### config.mk
export PLATFORM = sky130hd
export DESIGN_NAME = bcfi_top
export DESIGN_NICKNAME = d
export VERILOG_FILES = /design/src/logic/bcfi_pkg.sv /design/src/logic/bcfi_top.sv
export VERILOG_INCLUDE_DIRS = /design/src /design/src/logic
export SDC_FILE = /design/constraint.sdc
export NUM_CORES = 1
export LEC_CHECK = 0
export ABC_AREA = 1
export BUFFER_PORTS_ARGS = -buffer_cell sky130_fd_sc_hd__buf_4
export CAP_MARGIN = 20
export CORE_MARGIN = 3
export CORE_UTILIZATION = 41
export CTS_BUF_LIST = sky130_fd_sc_hd__clkbuf_2
export CTS_CLUSTER_SIZE = 30
export DETAILED_ROUTE_END_ITERATION = 8
export SLEW_MARGIN = 20
export SYNTH_ARGS = -nofsm -noshare
export SYNTH_HDL_FRONTEND = slang
export SYNTH_SLANG_ARGS = --single-unit
### constraint.sdc
create_clock -name clk -period 3.4 [get_ports clk]
set_input_delay 0.17 -clock clk [delete_from_list [all_inputs] [get_ports clk]]
set_output_delay 0.17 -clock clk [all_outputs]
set_load 0.01 [all_outputs]
### src/logic/bcfi_cfg.svh
// What this block does
// RQ1: Overvoltage ends charging, sets status bit 15 and the overvoltage event.
// RQ2: Defective when fast threshold unmet within longer of fixed timeout and quarter charge timeout.
// RQ3: Failure clears on voltage above defective threshold or source reconnect; charger restarts.
// RQ4: Failure in fast charge falls back to trickle; persisting fault stops trickle.
// RQ5: Battery failure ends charging and sets event bit 13.
// RQ6: Hot status bit 11, cold status bit 10, live while condition holds.
// RQ7: Temperature fault pauses charging and sets hot event 15 or cold event 14.
// RQ8: Unconnected thermistor suppresses hot and cold indications.
// RQ9: Thermistor reports battery removal; removal during charging ends charging.
// RQ10: Monitor-disable strap sampled only at start-up, never in ON or SLEEP.
// RQ11: Every event feeds the charger interrupt unless its mask bit is set.
// RQ12: Any event while in SLEEP requests WAKE, ignoring masks.
// RQ13: SLEEP request with any event flag set is rejected; stay ON.
// RQ14: Charge start in SLEEP raises an event that moves the device to ON.
// RQ15: Software clears the charge-start flag before commanding SLEEP to keep charging.
// RQ16: Mode-change bit 9 and charge-start bit 8 set on rising edge, write-one clears.
// RQ17: End-of-charge bit 11 sets on rising edge, write-one clears.
// RQ18: Charge-timeout bit 10 sets on rising edge, write-one clears.
// RQ19: Each event has a mask at the same bit; masks reset to one.
// RQ20: Status bits 14:12 show charger state; defective reads 101.
// RQ21: Interrupt is OR of unmasked flags, held until software clears them.
`ifndef BCFI_CFG_SVH
`define BCFI_CFG_SVH

`define BCFI_OFS_FLAGS 16'h4012
`define BCFI_OFS_MASKS 16'h401a
`define BCFI_OFS_STATUS 16'h404a

`define BCFI_EVT_LSB 8
`define BCFI_EV_HOT 7
`define BCFI_EV_COLD 6
`define BCFI_EV_FAIL 5
`define BCFI_EV_OV 4
`define BCFI_EV_END 3
`define BCFI_EV_TO 2
`define BCFI_EV_MODE 1
`define BCFI_EV_START 0

`define BCFI_ST_OV 15
`define BCFI_ST_STATE_LSB 12
`define BCFI_ST_HOT 11
`define BCFI_ST_COLD 10

`define BCFI_MASK_RST 8'hff
`define BCFI_MONEN_RST 1'h1

`define BCFI_CLK_HZ 40000000
`define BCFI_TICK_S 30
`define BCFI_DEF_TMO_HM 9'h05a
`define BCFI_QTR_BASE_HM 9'h01e
`define BCFI_QTR_STEP_HM 9'h00f

`endif

### src/logic/bcfi_pkg.sv
package bcfi_pkg;

  typedef enum logic [2:0] {
    CS_OFF = 3'h0,
    CS_TRICKLE = 3'h1,
    CS_FAST = 3'h2,
    CS_TRICKLE_OT = 3'h3,
    CS_FAST_OT = 3'h4,
    CS_DEFECTIVE = 3'h5
  } bcfi_state_t;

  typedef struct packed {
    logic ov;
    logic aboveFast;
    logic aboveDef;
    logic hot;
    logic cold;
    logic ntcOpen;
    logic removed;
    logic strap;
    logic srcPresent;
  } bcfi_pins_t;

  typedef struct packed {
    logic [15:0] addr;
    logic [15:0] wdata;
    logic wr;
    logic rd;
  } bcfi_bus_t;

  typedef struct packed {
    bcfi_pins_t sync1;
    bcfi_pins_t sync2;
    logic [30:0] divCnt;
    logic tick;
    logic tempMonEn;
    bcfi_state_t state;
    logic [8:0] defCnt;
    logic prevDef;
    logic prevSrc;
    logic [7:0] condPrev;
    logic [7:0] flags;
    logic [7:0] masks;
    logic [15:0] rdData;
    logic irq;
    logic wake;
    logic sleepRej;
    logic sleepAcc;
    logic trickleOn;
    logic fastOn;
  } bcfi_regs_t;

endpackage

### src/logic/bcfi_top.sv
`timescale 1ns/1ps
`include "bcfi_cfg.svh"

module bcfi_top #(
  parameter int unsigned TICK_CYCLES = `BCFI_TICK_S * `BCFI_CLK_HZ
) (
  input wire logic clk,
  input wire logic rst_n,
  input wire bcfi_pkg::bcfi_pins_t pinsIn,
  input wire bcfi_pkg::bcfi_bus_t bus,
  output logic [15:0] rdData,
  input wire logic chgEnable,
  input wire logic eocReached,
  input wire logic timerExpired,
  input wire logic [3:0] timeoutSetting,
  input wire logic [7:0] elapsedTime,
  input wire logic startupActive,
  input wire logic inSleep,
  input wire logic sleepReq,
  output logic chgIrq,
  output logic wakeReq,
  output logic sleepReject,
  output logic sleepAccept,
  output logic trickleOn,
  output logic fastOn
);

  // ***********************************************
  // Helpers
  // ***********************************************
  function automatic logic isCharging(input bcfi_pkg::bcfi_state_t s);
    isCharging = (s == bcfi_pkg::CS_TRICKLE) || (s == bcfi_pkg::CS_FAST) ||
                 (s == bcfi_pkg::CS_TRICKLE_OT) || (s == bcfi_pkg::CS_FAST_OT);
  endfunction

  function automatic logic isActive(input bcfi_pkg::bcfi_state_t s);
    isActive = (s == bcfi_pkg::CS_TRICKLE) || (s == bcfi_pkg::CS_FAST);
  endfunction

  function automatic logic regHit(input logic [15:0] a, input logic [15:0] ofs);
    regHit = (a == ofs);
  endfunction

  // ***********************************************
  // State
  // ***********************************************
  bcfi_pkg::bcfi_regs_t q;
  bcfi_pkg::bcfi_regs_t d;
  bcfi_pkg::bcfi_pins_t pins;
  logic [30:0] tickLast;
  logic [8:0] quarterHm;
  logic [8:0] defLimit;
  logic defExpire;
  logic hotNow;
  logic coldNow;
  logic removedNow;
  logic tempFault;
  logic terminate;
  logic failClear;
  logic modeChg;
  logic [7:0] cond;
  logic [7:0] evSet;
  logic [7:0] evClr;
  logic [15:0] statusWord;

  assign pins = q.sync2;
  assign tickLast = 31'(TICK_CYCLES - 1);

  // Quarter of the charge timeout, in half-minute ticks
  assign quarterHm = `BCFI_QTR_BASE_HM + `BCFI_QTR_STEP_HM * {5'h00, timeoutSetting};
  assign defLimit = (quarterHm > `BCFI_DEF_TMO_HM) ? quarterHm : `BCFI_DEF_TMO_HM; // RQ2
  assign defExpire = (q.defCnt >= defLimit); // RQ2

  // ***********************************************
  // Next state
  // ***********************************************
  always_comb begin
    d = q;
    // Two-stage synchroniser on the analog comparator levels
    d.sync1 = pinsIn;
    d.sync2 = q.sync1;

    // Half-minute enable for the defective timer
    d.tick = (q.divCnt == tickLast);
    if (q.divCnt == tickLast) begin
      d.divCnt = 31'h0000_0000;
    end else begin
      d.divCnt = q.divCnt + 31'h0000_0001;
    end

    // Strap only looked at while start-up runs
    if (startupActive) begin
      d.tempMonEn = ~pins.strap; // RQ10
    end

    // Open thermistor would look like a huge temperature swing; hide it
    hotNow = q.tempMonEn & ~pins.ntcOpen & pins.hot; // RQ8
    coldNow = q.tempMonEn & ~pins.ntcOpen & pins.cold; // RQ8
    removedNow = q.tempMonEn & pins.removed; // RQ9
    tempFault = hotNow | coldNow;
    terminate = pins.ov | removedNow | eocReached | timerExpired | ~chgEnable; // RQ1 RQ9
    failClear = (pins.aboveDef & ~q.prevDef) | (pins.srcPresent & ~q.prevSrc); // RQ3
    d.prevDef = pins.aboveDef;
    d.prevSrc = pins.srcPresent;

    unique case (q.state)
      bcfi_pkg::CS_OFF: begin
        if (!terminate) begin
          if (tempFault) begin
            d.state = bcfi_pkg::CS_TRICKLE_OT;
          end else if (pins.aboveFast) begin
            d.state = bcfi_pkg::CS_FAST;
          end else begin
            d.state = bcfi_pkg::CS_TRICKLE;
          end
        end
      end
      bcfi_pkg::CS_TRICKLE: begin
        if (terminate) begin
          d.state = bcfi_pkg::CS_OFF; // RQ1
        end else if (tempFault) begin
          d.state = bcfi_pkg::CS_TRICKLE_OT; // RQ7
        end else if (defExpire) begin
          d.state = bcfi_pkg::CS_DEFECTIVE; // RQ2 RQ4 RQ5
        end else if (pins.aboveFast) begin
          d.state = bcfi_pkg::CS_FAST;
        end
      end
      bcfi_pkg::CS_FAST: begin
        if (terminate) begin
          d.state = bcfi_pkg::CS_OFF; // RQ1
        end else if (tempFault) begin
          d.state = bcfi_pkg::CS_FAST_OT; // RQ7
        end else if (!pins.aboveFast) begin
          d.state = bcfi_pkg::CS_TRICKLE; // RQ4
        end
      end
      bcfi_pkg::CS_TRICKLE_OT: begin
        if (terminate) begin
          d.state = bcfi_pkg::CS_OFF;
        end else if (!tempFault) begin
          d.state = bcfi_pkg::CS_TRICKLE;
        end
      end
      bcfi_pkg::CS_FAST_OT: begin
        if (terminate) begin
          d.state = bcfi_pkg::CS_OFF;
        end else if (!tempFault) begin
          d.state = bcfi_pkg::CS_FAST;
        end
      end
      bcfi_pkg::CS_DEFECTIVE: begin
        if (failClear) begin
          d.state = bcfi_pkg::CS_OFF; // RQ3
        end
      end
      default: begin
        d.state = bcfi_pkg::CS_OFF;
      end
    endcase

    // Defective timer: restarts on trickle entry straight from off or fast, holds while paused (also after an off-to-paused start)
    if ((d.state == bcfi_pkg::CS_TRICKLE) && (q.state != bcfi_pkg::CS_TRICKLE) &&
        (q.state != bcfi_pkg::CS_TRICKLE_OT)) begin
      d.defCnt = 9'h000; // RQ4
    end else if ((q.state == bcfi_pkg::CS_TRICKLE) && q.tick && !defExpire) begin
      d.defCnt = q.defCnt + 9'h001; // RQ2
    end

    // ***********************************************
    // Events
    // ***********************************************
    modeChg = isActive(q.state) & isActive(d.state) & (q.state != d.state);
    cond = 8'h00;
    cond[`BCFI_EV_HOT] = hotNow; // RQ7
    cond[`BCFI_EV_COLD] = coldNow; // RQ7
    cond[`BCFI_EV_FAIL] = (d.state == bcfi_pkg::CS_DEFECTIVE); // RQ5
    cond[`BCFI_EV_OV] = pins.ov; // RQ1
    cond[`BCFI_EV_END] = eocReached; // RQ17
    cond[`BCFI_EV_TO] = timerExpired; // RQ18
    cond[`BCFI_EV_MODE] = modeChg; // RQ16
    cond[`BCFI_EV_START] = isCharging(d.state); // RQ16 RQ14
    d.condPrev = cond;
    evSet = cond & ~q.condPrev;

    evClr = 8'h00;
    if (bus.wr && regHit(bus.addr, `BCFI_OFS_FLAGS)) begin
      evClr = bus.wdata[15:`BCFI_EVT_LSB];
    end
    // Set beats clear so no event is dropped
    d.flags = (q.flags & ~evClr) | evSet; // RQ16 RQ17 RQ18

    if (bus.wr && regHit(bus.addr, `BCFI_OFS_MASKS)) begin
      d.masks = bus.wdata[15:`BCFI_EVT_LSB]; // RQ19
    end

    d.irq = |(d.flags & ~d.masks); // RQ11 RQ21
    d.wake = inSleep & (|evSet); // RQ12 RQ14
    d.sleepRej = sleepReq & (|(q.flags | evSet)); // RQ13
    d.sleepAcc = sleepReq & ~(|(q.flags | evSet)); // RQ13

    // ***********************************************
    // Read port
    // ***********************************************
    statusWord = 16'h0000;
    statusWord[`BCFI_ST_OV] = pins.ov; // RQ1
    statusWord[`BCFI_ST_STATE_LSB +: 3] = q.state; // RQ20
    statusWord[`BCFI_ST_HOT] = hotNow; // RQ6
    statusWord[`BCFI_ST_COLD] = coldNow; // RQ6
    statusWord[7:0] = elapsedTime;

    d.rdData = 16'h0000;
    if (bus.rd) begin
      if (regHit(bus.addr, `BCFI_OFS_FLAGS)) begin
        d.rdData = {q.flags, 8'h00};
      end else if (regHit(bus.addr, `BCFI_OFS_MASKS)) begin
        d.rdData = {q.masks, 8'h00};
      end else if (regHit(bus.addr, `BCFI_OFS_STATUS)) begin
        d.rdData = statusWord;
      end
    end

    d.trickleOn = (d.state == bcfi_pkg::CS_TRICKLE);
    d.fastOn = (d.state == bcfi_pkg::CS_FAST);
  end

  // ***********************************************
  // Registers
  // ***********************************************
  always_ff @(posedge clk or negedge rst_n) begin
    if (!rst_n) begin
      q <= '0;
      q.masks <= `BCFI_MASK_RST; // RQ19
      q.tempMonEn <= `BCFI_MONEN_RST;
    end else begin
      q <= d;
    end
  end

  assign rdData = q.rdData;
  assign chgIrq = q.irq;
  assign wakeReq = q.wake;
  assign sleepReject = q.sleepRej;
  assign sleepAccept = q.sleepAcc;
  assign trickleOn = q.trickleOn;
  assign fastOn = q.fastOn;

endmodule

==> flow_summary.json, run 1 <==
{
  "numCtsBuffers": 9,
  "fmax_mhz": 280,
  "clk_latency_ns": 0.65,
  "synth_flop_cell": "dfrtp_1",
  "violations": "negative setup slack",
  "multi_input_area_um2": 2880,
  "synth_xor_area_frac": 0.0369,
  "power_density_nw_per_um2": 312,
  "vias": 5168,
  "worst_pin_slew_ns": 0.790,
  "rsz0062_at_grt": "true",
  "die_w_um": 126,
  "crit_family": "adder cells",
  "fill_cells": 1217,
  "layout_commonest_cell": "buf_4",
  "register_area_um2": 2790,
  "antenna_cells": 0,
  "avgRoutedWirePerCell_um": 12.9,
  "vdd_drop_max_mv": 0.333,
  "cts_root_buffer": "clkbuf_2",
  "cp-start-kind": "input port",
  "leakage_uw": 0.00403,
  "cp_slowest_cell": "fa_1",
  "path_clk_slew_ns": 0.32,
  "synth_area_um2": 5940,
  "arrival_ns": 4.20,
  "p_comb_frac": 0.216,
  "place_area_um2": 6960,
  "syn_to_final_growth_pct": 36.1,
  "placed_cells": 980,
  "die_area_um2": 16000,
  "grt_use_total": 0.179,
  "synth-warning-count": 0,
  "synth-compound-area-share": 0.0832,
  "hpwl_um": 9830,
  "cpMostUsedCell": "buf_4",
  "drv_slew": 0,
  "path_depth": 25,
  "coreArea_um2": 14000,
  "grt_max_degree": 61,
  "cp-startpoint": "timeoutSetting[2]",
  "antenna_found_initial": 0,
  "via_per_inst": 4.84,
  "path_buf_inv": 8,
  "reg2reg_depth": 13,
  "avgSynthCellArea_um2": 8.38,
  "drt-total-wl_um": 13800,
  "h-tree-depth": 3,
  "ys_seq_area_frac": 0.470,
  "grt_overflow_total": 0,
  "synthAdderAreaFrac": 0.0636,
  "finalHoldViolCount": 0,
  "clkPwrFrac": 0.241,
  "switching_power_uw": 774,
  "synthMuxAreaShare": 0,
  "final_cell_mix": "123 x buf_4, 116 x inv_1, 102 x dfrtp_1",
  "cts_sinks": 111,
  "skew_ns": 0.0328,
  "grt_pass1_vias": 5181,
  "port-buffer-count": 76,
  "synthCells": 709,
  "finalNonFillerCells": 1067,
  "start_util": 0.423,
  "worst_path_largest_cell_delay_ns": 0.48,
  "cts_tree": "built",
  "p_int_uw": 1750,
  "end_kind": "flop",
  "io_pins": 85,
  "fin_total_pwr_uw": 2520,
  "synth_top_family_by_area": "simple AND/OR/NAND/NOR gates",
  "cts_buffer_depth": 2,
  "gp_congestion": 0.847,
  "status": "finished, violations left",
  "crit_type": "input port to flop",
  "grt_pass1_wl_um": 23700,
  "die_h_um": 126,
  "pre_cts_slack_ns": -1.09,
  "timing.final.ws_setup_ns": -0.168,
  "maxSlewHeadroom": 0.474,
  "min_path_type": "input port to async pin",
  "maxCapViolations": 0,
  "async_flop_share": 1.00,
  "reg2reg_from": "q[60]$_DFFE_PN1P_",
  "finalInstanceArea_um2": 8080,
  "p_seq_frac": 0.543,
  "ys_ff_latch": 111,
  "nets": 974,
  "required_ns": 4.04,
  "period_minus_slack_ns": 3.57,
  "drive_gt1_frac": 0.293,
  "synth_cell_types": 46,
  "row_count": 43,
  "p_sw_frac": 0.307,
  "synthSimpleGateAreaFrac": 0.239,
  "post-route-period-util": 1.05,
  "synth_nets": 801,
  "synth_edf_count": 0,
  "drt-initial-drc-count": 277,
  "drcViolationCount": 0,
  "setup_viol": 16,
  "first_pass_iters": 7,
  "path_max_fanout": 5,
  "ant_nets": 0
}
-- worst paths after layout --
path | endpoint | slack, ns
min | chgIrq$_DFF_PN0_ | 0.07
min in group clk | fastOn$_DFF_PN0_ | 0.11
min reg2reg | pins[7]$_DFF_PN0_ | 0.39
max | q[43]$_DFF_PN0_ | -0.17
max in group asynchronous | q[60]$_DFFE_PN1P_ | 2.52
max reg2reg | chgIrq$_DFF_PN0_ | 0.90
-- cells in the mapped netlist, types with 2 or more instances --
cell      instances  area, um2
nor2_4            3       33.8
inv_1           127        477
ha_1             27        338
nor4_1            6       37.5
xor2_1           19        166
nand2_2           2       12.5
o21ai_2           2       17.5
dfrtp_1         102       2550
nand3_1          43        215
a31oi_1           2       12.5
fa_1              2       40.0
nor4_4            2       42.5
or2_1             2       12.5
inv_2             6       22.5
or2_2             4       25.0
and2_1            2       12.5
a221oi_1          6       52.6
xnor2_1           6       52.6
buf_4            16        120
nor3_1           14       70.1
dfstp_2           9        236
nand2_1         116        435
a21oi_2           3       26.3
nand3_2           2       20.0
o21ai_0          40        200
buf_2             3       15.0
nor2_1           80        300
nand4_1          21        131
nor3_2            2       20.0
a21oi_1          24        120
-- registers in the layout (all words and copies together), names as in the netlist --
| register | count |
|---|---|
| rdData | 16 |
| q | 71 |
| fastOn | 1 |
| chgIrq | 1 |
| wakeReq | 1 |
| trickleOn | 1 |
| cond | 1 |
| pins | 6 |
| sleepReject | 1 |
| sleepAccept | 1 |
| d | 11 |
-- repair_timing --
item                                   4_1_cts  5_1_grt
gates resized for setup                     30       52
setup endpoints to repair                   15       23
pin swaps                                   30       19
hold buffers                                52        0
endpoints found under the hold margin      108        0
cloned                                       0        0
buffers inserted                            11       10
-- layer usage --
metal	global-route usage	vias up	wire length [um]	part of all wire
li1	-	2596	-	-
met1	0.243	2460	6360	0.46
met2	0.295	96	6760	0.49
met3	0.0349	16	511	0.037
met4	0.0467	0	166	0.012
met5	0	-	0	0
-- area by class of cell --
class | count | area share
inverter | 134 | 0.0652
sequential | 111 | 0.345
multi-input combinational | 444 | 0.356
clock inverter | 7 | 0.00975
timing repair buffer | 182 | 0.191
tap | 180 | 0.0279
clock buffer | 9 | 0.00557
-- stage by stage --
step	hold slack, ns	utilization	setup TNS (ns)
CTS	0.0242	0.556	-0.468
global placement	0.280	0.496	-17.00
floorplan	-0.126	-	-5.58
detailed placement	0.282	0.496	-19.64
global route	0.0589	0.576	-5.18
finish	0.0706	0.576	-1.54
-- power by group through the flow --
stage / Sequential, uW / Combinational [uW] / Clock [uW]
after floorplan: 1390 / 232 / 0
after global placement: 1390 / 420 / 0
after detailed placement: 1390 / 431 / 0
after CTS: 1370 / 499 / 645
after global routing: 1370 / 618 / 696
final: 1370 / 545 / 609
-- cells by family (layout without fill, tap and decap cells) --
family	after synthesis	after routing
simple gates	305	305
buf+inv	154	332
flops	111	111
compound gates	85	85
fa+ha+maj	29	29
xor+xnor	25	25
Note: power is estimated with default switching activity, not from simulation.
==> run 2, diff against run 1 <==
clock period = 3.7 ns   (was 3.4 ns; I/O delays follow)
==> run 2 against run 1 <==
  * The flow now finishes without violations
  * Non-clock buffer count shrank 13
  * Hold slack improved by 0.020 ns
  * Die area unchanged
  * Critical path depth did not move
  * Largest cell class is now registers
==> flow_summary.json, run 2 (same netlist as run 1, synthesis figures left out) <==
{
  "status": "finished, final reports clean",
  "pre_cts_slack_ns": -0.779,
  "hpwl_um": 10000,
  "leakage_uw": 0.00396,
  "first_pass_iters": 5,
  "timing.rr.end": "chgIrq$_DFF_PN0_",
  "reg2reg_from": "cond[4]$_DFF_PN0_",
  "clk_latency_ns": 0.65,
  "maxSlewHeadroom": 0.388,
  "finalHoldViolCount": 0,
  "top_register": "q",
  "vdd_drop_max_mv": 0.289,
  "place_area_um2": 6930,
  "final_cell_mix": "120 x inv_1, 114 x buf_4, 102 x dfrtp_1",
  "drive_gt1_frac": 0.259,
  "fmax_mhz": 272,
  "numCtsBuffers": 9,
  "grt_pass1_wl_um": 23100,
  "fill_cells": 1269,
  "cp-start-kind": "input port",
  "syn_to_final_growth_pct": 31.6,
  "holdWs_ns": 0.0909,
  "grt_use_total": 0.175,
  "worst_pin_slew_ns": 0.914,
  "period_minus_slack_ns": 3.67,
  "setup_viol": 0,
  "end_kind": "flop",
  "path_max_fanout": 6,
  "antenna_cells": 0,
  "gp_congestion": 0.898,
  "grt_pass1_vias": 5067,
  "crit_type": "input port to flop",
  "nets": 961,
  "via_per_inst": 4.86,
  "die_w_um": 126,
  "die_h_um": 126,
  "antenna_found_initial": 0,
  "largest_reg_flops": 71,
  "cts_root_buffer": "clkbuf_2",
  "grt_overflow_total": 0,
  "die_area_um2": 16000,
  "rsz0062_at_grt": "true",
  "port-buffer-count": 76,
  "setup_tns_ns": 0,
  "start_util": 0.423,
  "post-route-period-util": 0.993,
  "drv_slew": 0,
  "finalInstanceArea_um2": 7810,
  "io_pins": 85,
  "min_path_type": "input port to async pin",
  "fin_total_pwr_uw": 2300,
  "skew_ns": 0.0258,
  "power_density_nw_per_um2": 295,
  "arrival_ns": 4.26,
  "cts_buffer_depth": 2,
  "reg2reg_depth": 13,
  "r2r_slack_ns": 1.11,
  "drt-total-wl_um": 13800,
  "grt_max_degree": 63,
  "ant_nets": 0,
  "row_count": 43,
  "h-tree-depth": 3,
  "required_ns": 4.29,
  "drcViolationCount": 0,
  "cts_sinks": 111,
  "layout_commonest_cell": "inv_1",
  "drt-initial-drc-count": 338,
  "path_clk_slew_ns": 0.31,
  "vias": 5127,
  "coreArea_um2": 14000,
  "maxCapViolations": 0,
  "cts_tree": "built",
  "timing.final.ws_setup_ns": 0.0251,
  "avgRoutedWirePerCell_um": 13.1
}
run 2: changes by cell type in the layout (fill, tap and decap cells not counted), moves of 4 or more:
cell,delta
nand3_1,+7
buf_4,-9
nand3_2,-5
buf_6,-4
inv_1,+4
inv_6,+4
nand2_1,+4
run 2: per-stage QoR:
stage,utilization,cells
global placement,0.493,980
floorplan,-,709
finish,0.556,1054
global route,0.556,1054
detailed placement,0.493,980
CTS,0.540,1049
run 2: worst max-delay path by stage:
stage                            startpoint                end  slack [ns]
final                     timeoutSetting[2]   chgIrq$_DFF_PN0_        0.03
after CTS                 timeoutSetting[2]  q[54]$_DFFE_PN0P_        0.04
after detailed placement  timeoutSetting[2]  q[52]$_DFFE_PN0P_       -0.78
after floorplan           timeoutSetting[2]  q[55]$_DFFE_PN0P_       -0.32
after global routing      timeoutSetting[1]   chgIrq$_DFF_PN0_       -0.20
after global placement    timeoutSetting[2]  q[55]$_DFFE_PN0P_       -0.65
run 2: final cells by class:
cell class | instances | area [um2] | share of cell area
Clock buffer | 9 | 45.0 | 0.00577
Clock inverter | 7 | 71.3 | 0.00913
Inverter | 134 | 519 | 0.0665
Multi-Input combinational cell | 444 | 2750 | 0.351
Sequential cell | 111 | 2790 | 0.357
Timing Repair Buffer | 169 | 1420 | 0.181
Tap cell | 180 | 225 | 0.0288
run 2: power breakdown:
part | switching (uW) | internal, uW | total, uW
Clock | 445 | 113 | 559
Sequential | 15.0 | 1240 | 1260
Combinational | 247 | 238 | 486
run 2: timing repair:
item	4_1_cts	5_1_grt
endpoints found under the hold margin	110	0
pin swaps	1	36
setup endpoints to repair	8	16
hold buffers	53	0
resized for setup	2	53
buffers inserted	0	5
run 2: per-layer routing:
layer / part of all wire / up-vias / GRT usage
li1: - / 2574 / -
met1: 0.45 / 2429 / 0.234
met2: 0.49 / 105 / 0.289
met3: 0.039 / 19 / 0.0375
met4: 0.017 / 0 / 0.0479
met5: 0 / - / 0
run 2: worst max-delay path: stages:
cell and delay (ns):
buf_12 0.11, inv_16 0.04, ha_4 0.26, xor2_2 0.16
fa_1 0.49, fa_2 0.44, o21ai_2 0.16, xor2_1 0.18
inv_1 0.08, a21oi_2 0.19, nor2_4 0.07, or2_4 0.24
ha_4 0.26, nand4_1 0.12, inv_2 0.11, nand2_2 0.10
nand4_1 0.12, nand2_2 0.10, a21oi_4 0.22, nand3_2 0.10
buf_4 0.14, nand3b_1 0.11, a21oi_1 0.08, nor2_1 0.12
nand2_1 0.06
==> run 3, diff against run 2 <==
ABC_AREA = not set   (was 1)
CTS_CLUSTER_SIZE = 28   (was 30)
==> run 3 against run 2 <==
  * The run now ends with negative setup slack left
  * Core utilization up 0.40 points
  * Critical path depth up 1
  * Power down 1.2%
  * Area after synthesis down 2.9%
  * Synthesized cell count down 21%
  * Worst setup slack worse by 0.49 ns
==> flow_summary.json, run 3 <==
{
  "antenna_cells": 0,
  "maxSlewHeadroom": 0.577,
  "die_h_um": 125,
  "antenna_found_initial": 0,
  "grt_pass1_wl_um": 21600,
  "violations": "negative setup slack",
  "final_cell_mix": "108 x buf_4, 102 x dfrtp_1, 57 x nor2_1",
  "synthTopCellsByCount": "102 x dfrtp_1, 67 x nor2_1, 47 x nand2_1, 27 x ha_1, 25 x xnor2_1",
  "row_count": 42,
  "nets": 797,
  "via_per_inst": 5.03,
  "synth_area_um2": 5770,
  "synthCells": 557,
  "timing.final.ws_setup_ns": -0.463,
  "die_w_um": 125,
  "synth_edf_count": 0,
  "grt_overflow_total": 0,
  "status": "finished, violations left",
  "avgRoutedWirePerCell_um": 14.1,
  "synth_flop_cell": "dfrtp_1",
  "largest_reg_flops": 71,
  "synth_nets": 649,
  "fmax_mhz": 240,
  "clk_latency_ns": 0.61,
  "coreArea_um2": 13500,
  "port-buffer-count": 76,
  "first_pass_iters": 4,
  "finalHoldViolCount": 0,
  "end_kind": "flop",
  "vdd_drop_max_mv": 0.170,
  "drt-initial-drc-count": 144,
  "drcViolationCount": 0,
  "crit_type": "input port to flop",
  "holdWs_ns": 0.0748,
  "yosysMostFrequentCell": "dfrtp_1",
  "grt_pass1_vias": 4551,
  "setup_viol": 22,
  "synth_cell_types": 72,
  "cts_buffer_depth": 2,
  "arrival_ns": 4.68,
  "grt_use_total": 0.168,
  "syn_to_final_growth_pct": 31.2,
  "rsz0062_at_grt": "true",
  "period_minus_slack_ns": 4.16,
  "pre_cts_slack_ns": -1.16,
  "yosysTopAreaCell": "dfrtp_1",
  "gp_congestion": 0.862,
  "layout_commonest_cell": "buf_4",
  "ys_ff_latch": 111,
  "post-route-period-util": 1.13,
  "synth_top_cell_area_share": 0.443,
  "cts_root_buffer": "clkbuf_2",
  "min_path_type": "input port to flop",
  "ant_nets": 0,
  "h-tree-depth": 3,
  "hpwl_um": 9050,
  "placed_cells": 820,
  "power_density_nw_per_um2": 301,
  "grt_max_degree": 42,
  "required_ns": 4.22,
  "synth-warning-count": 0,
  "numCtsBuffers": 9,
  "die_area_um2": 15500,
  "ys_seq_area_frac": 0.484,
  "fin_total_pwr_uw": 2280,
  "async_flop_share": 1.00,
  "avgSynthCellArea_um2": 10.4,
  "cp-start-kind": "input port",
  "path_clk_slew_ns": 0.33,
  "drt-total-wl_um": 12500,
  "skew_ns": 0.0383,
  "drv_slew": 0,
  "top_register": "q",
  "vias": 4456,
  "leakage_uw": 0.00352,
  "cts_sinks": 111,
  "maxCapViolations": 0,
  "setup_tns_ns": -7.73,
  "worst_pin_slew_ns": 0.635,
  "start_util": 0.427,
  "cts_tree": "built",
  "drive_gt1_frac": 0.303,
  "io_pins": 85,
  "ys_top_cells_by_area": "dfrtp_1 44%, ha_1 5.9%, nor2_1 4.4%, dfstp_2 4.1%, xnor2_1 3.8%",
  "finalNonFillerCells": 886,
  "path_max_fanout": 6
}
run 3: report_power, final:
part / switching, uW / leakage (uW) / total [uW] / internal, uW
sequential: 12.8 / 0.00141 / 1250 / 1240
clock: 433 / 0.0000763 / 605 / 172
combinational: 192 / 0.00203 / 420 / 228
run 3: cell type report:
type	count	area, um2
tap	176	220
clock inverter	7	88.8
multi-input combinational	396	2930
clock buffer	9	45.0
sequential	111	2790
inverter	24	97.6
fill	1197	5940
timing repair buffer	163	1400
run 3: metal layers:
metal	vias to the layer above	track usage	routed length, um
met3	24	0.0356	602
met5	-	0	0
met1	2109	0.218	5650
met4	0	0.0600	271
met2	119	0.277	5950
li1	2204	-	-
run 3: worst max-delay path: stages:
cell and delay, ns:
buf_8 0.10, inv_6 0.05, ha_4 0.19, xnor2_2 0.14
xnor2_2 0.14, fa_1 0.50, inv_1 0.05, ha_1 0.27
a21o_1 0.17, a21o_1 0.16, a221o_1 0.33, xnor2_1 0.19
and2_1 0.18, o21ai_2 0.09, and2_1 0.17, ha_1 0.27
nor2b_1 0.13, o21ai_2 0.08, a211o_4 0.37, o21ai_4 0.15
a21o_1 0.18, buf_6 0.14, a311oi_4 0.10, buf_4 0.15
o21bai_1 0.11, nand3_1 0.09
run 3: metrics by stage:
| stage | util | cell area, um2 |
|---|---|---|
| global route | 0.560 | 7570 |
| finish | 0.560 | 7570 |
| CTS | 0.555 | 7490 |
| detailed placement | 0.501 | 6760 |
| global placement | 0.501 | 6760 |
| floorplan | - | 5840 |
run 3: repair_timing:
action	in CTS	in global routing
hold buffers	44	0
pin swaps	17	10
endpoints found under the setup margin	23	24
endpoints found under the hold margin	122	0
gates resized for setup	28	16
setup buffers	4	3
run 3: worst paths after layout:
path                       slack (ns)               endpoint               from  cells after the start
hold / removal                   0.07        q[37]$_DFF_PN0_            bus[27]                      6
max in group asynchronous        2.53        q[23]$_DFF_PN1_              rst_n                      4
min in group asynchronous        0.57        q[29]$_DFF_PN1_              rst_n                      3
hold reg to reg                  0.37      pins[5]$_DFF_PN0_    d[98]$_DFF_PN0_                      0
setup / recovery                -0.46       chgIrq$_DFF_PN0_  timeoutSetting[2]                     26
setup reg to reg                 1.09  sleepAccept$_DFF_PN0_  q[60]$_DFFE_PN1P_                      8
run 3: cells by family after synthesis:
| group | synth area share |
|---|---|
| flip-flops | 0.484 |
| AND/OR/NAND/NOR | 0.220 |
| AO/OA/AOI/OAI | 0.0837 |
| adder cells (fa/ha/maj) | 0.0655 |
| buffers and inverters | 0.0438 |
| XOR/XNOR | 0.0683 |
| multiplexers | 0.0347 |
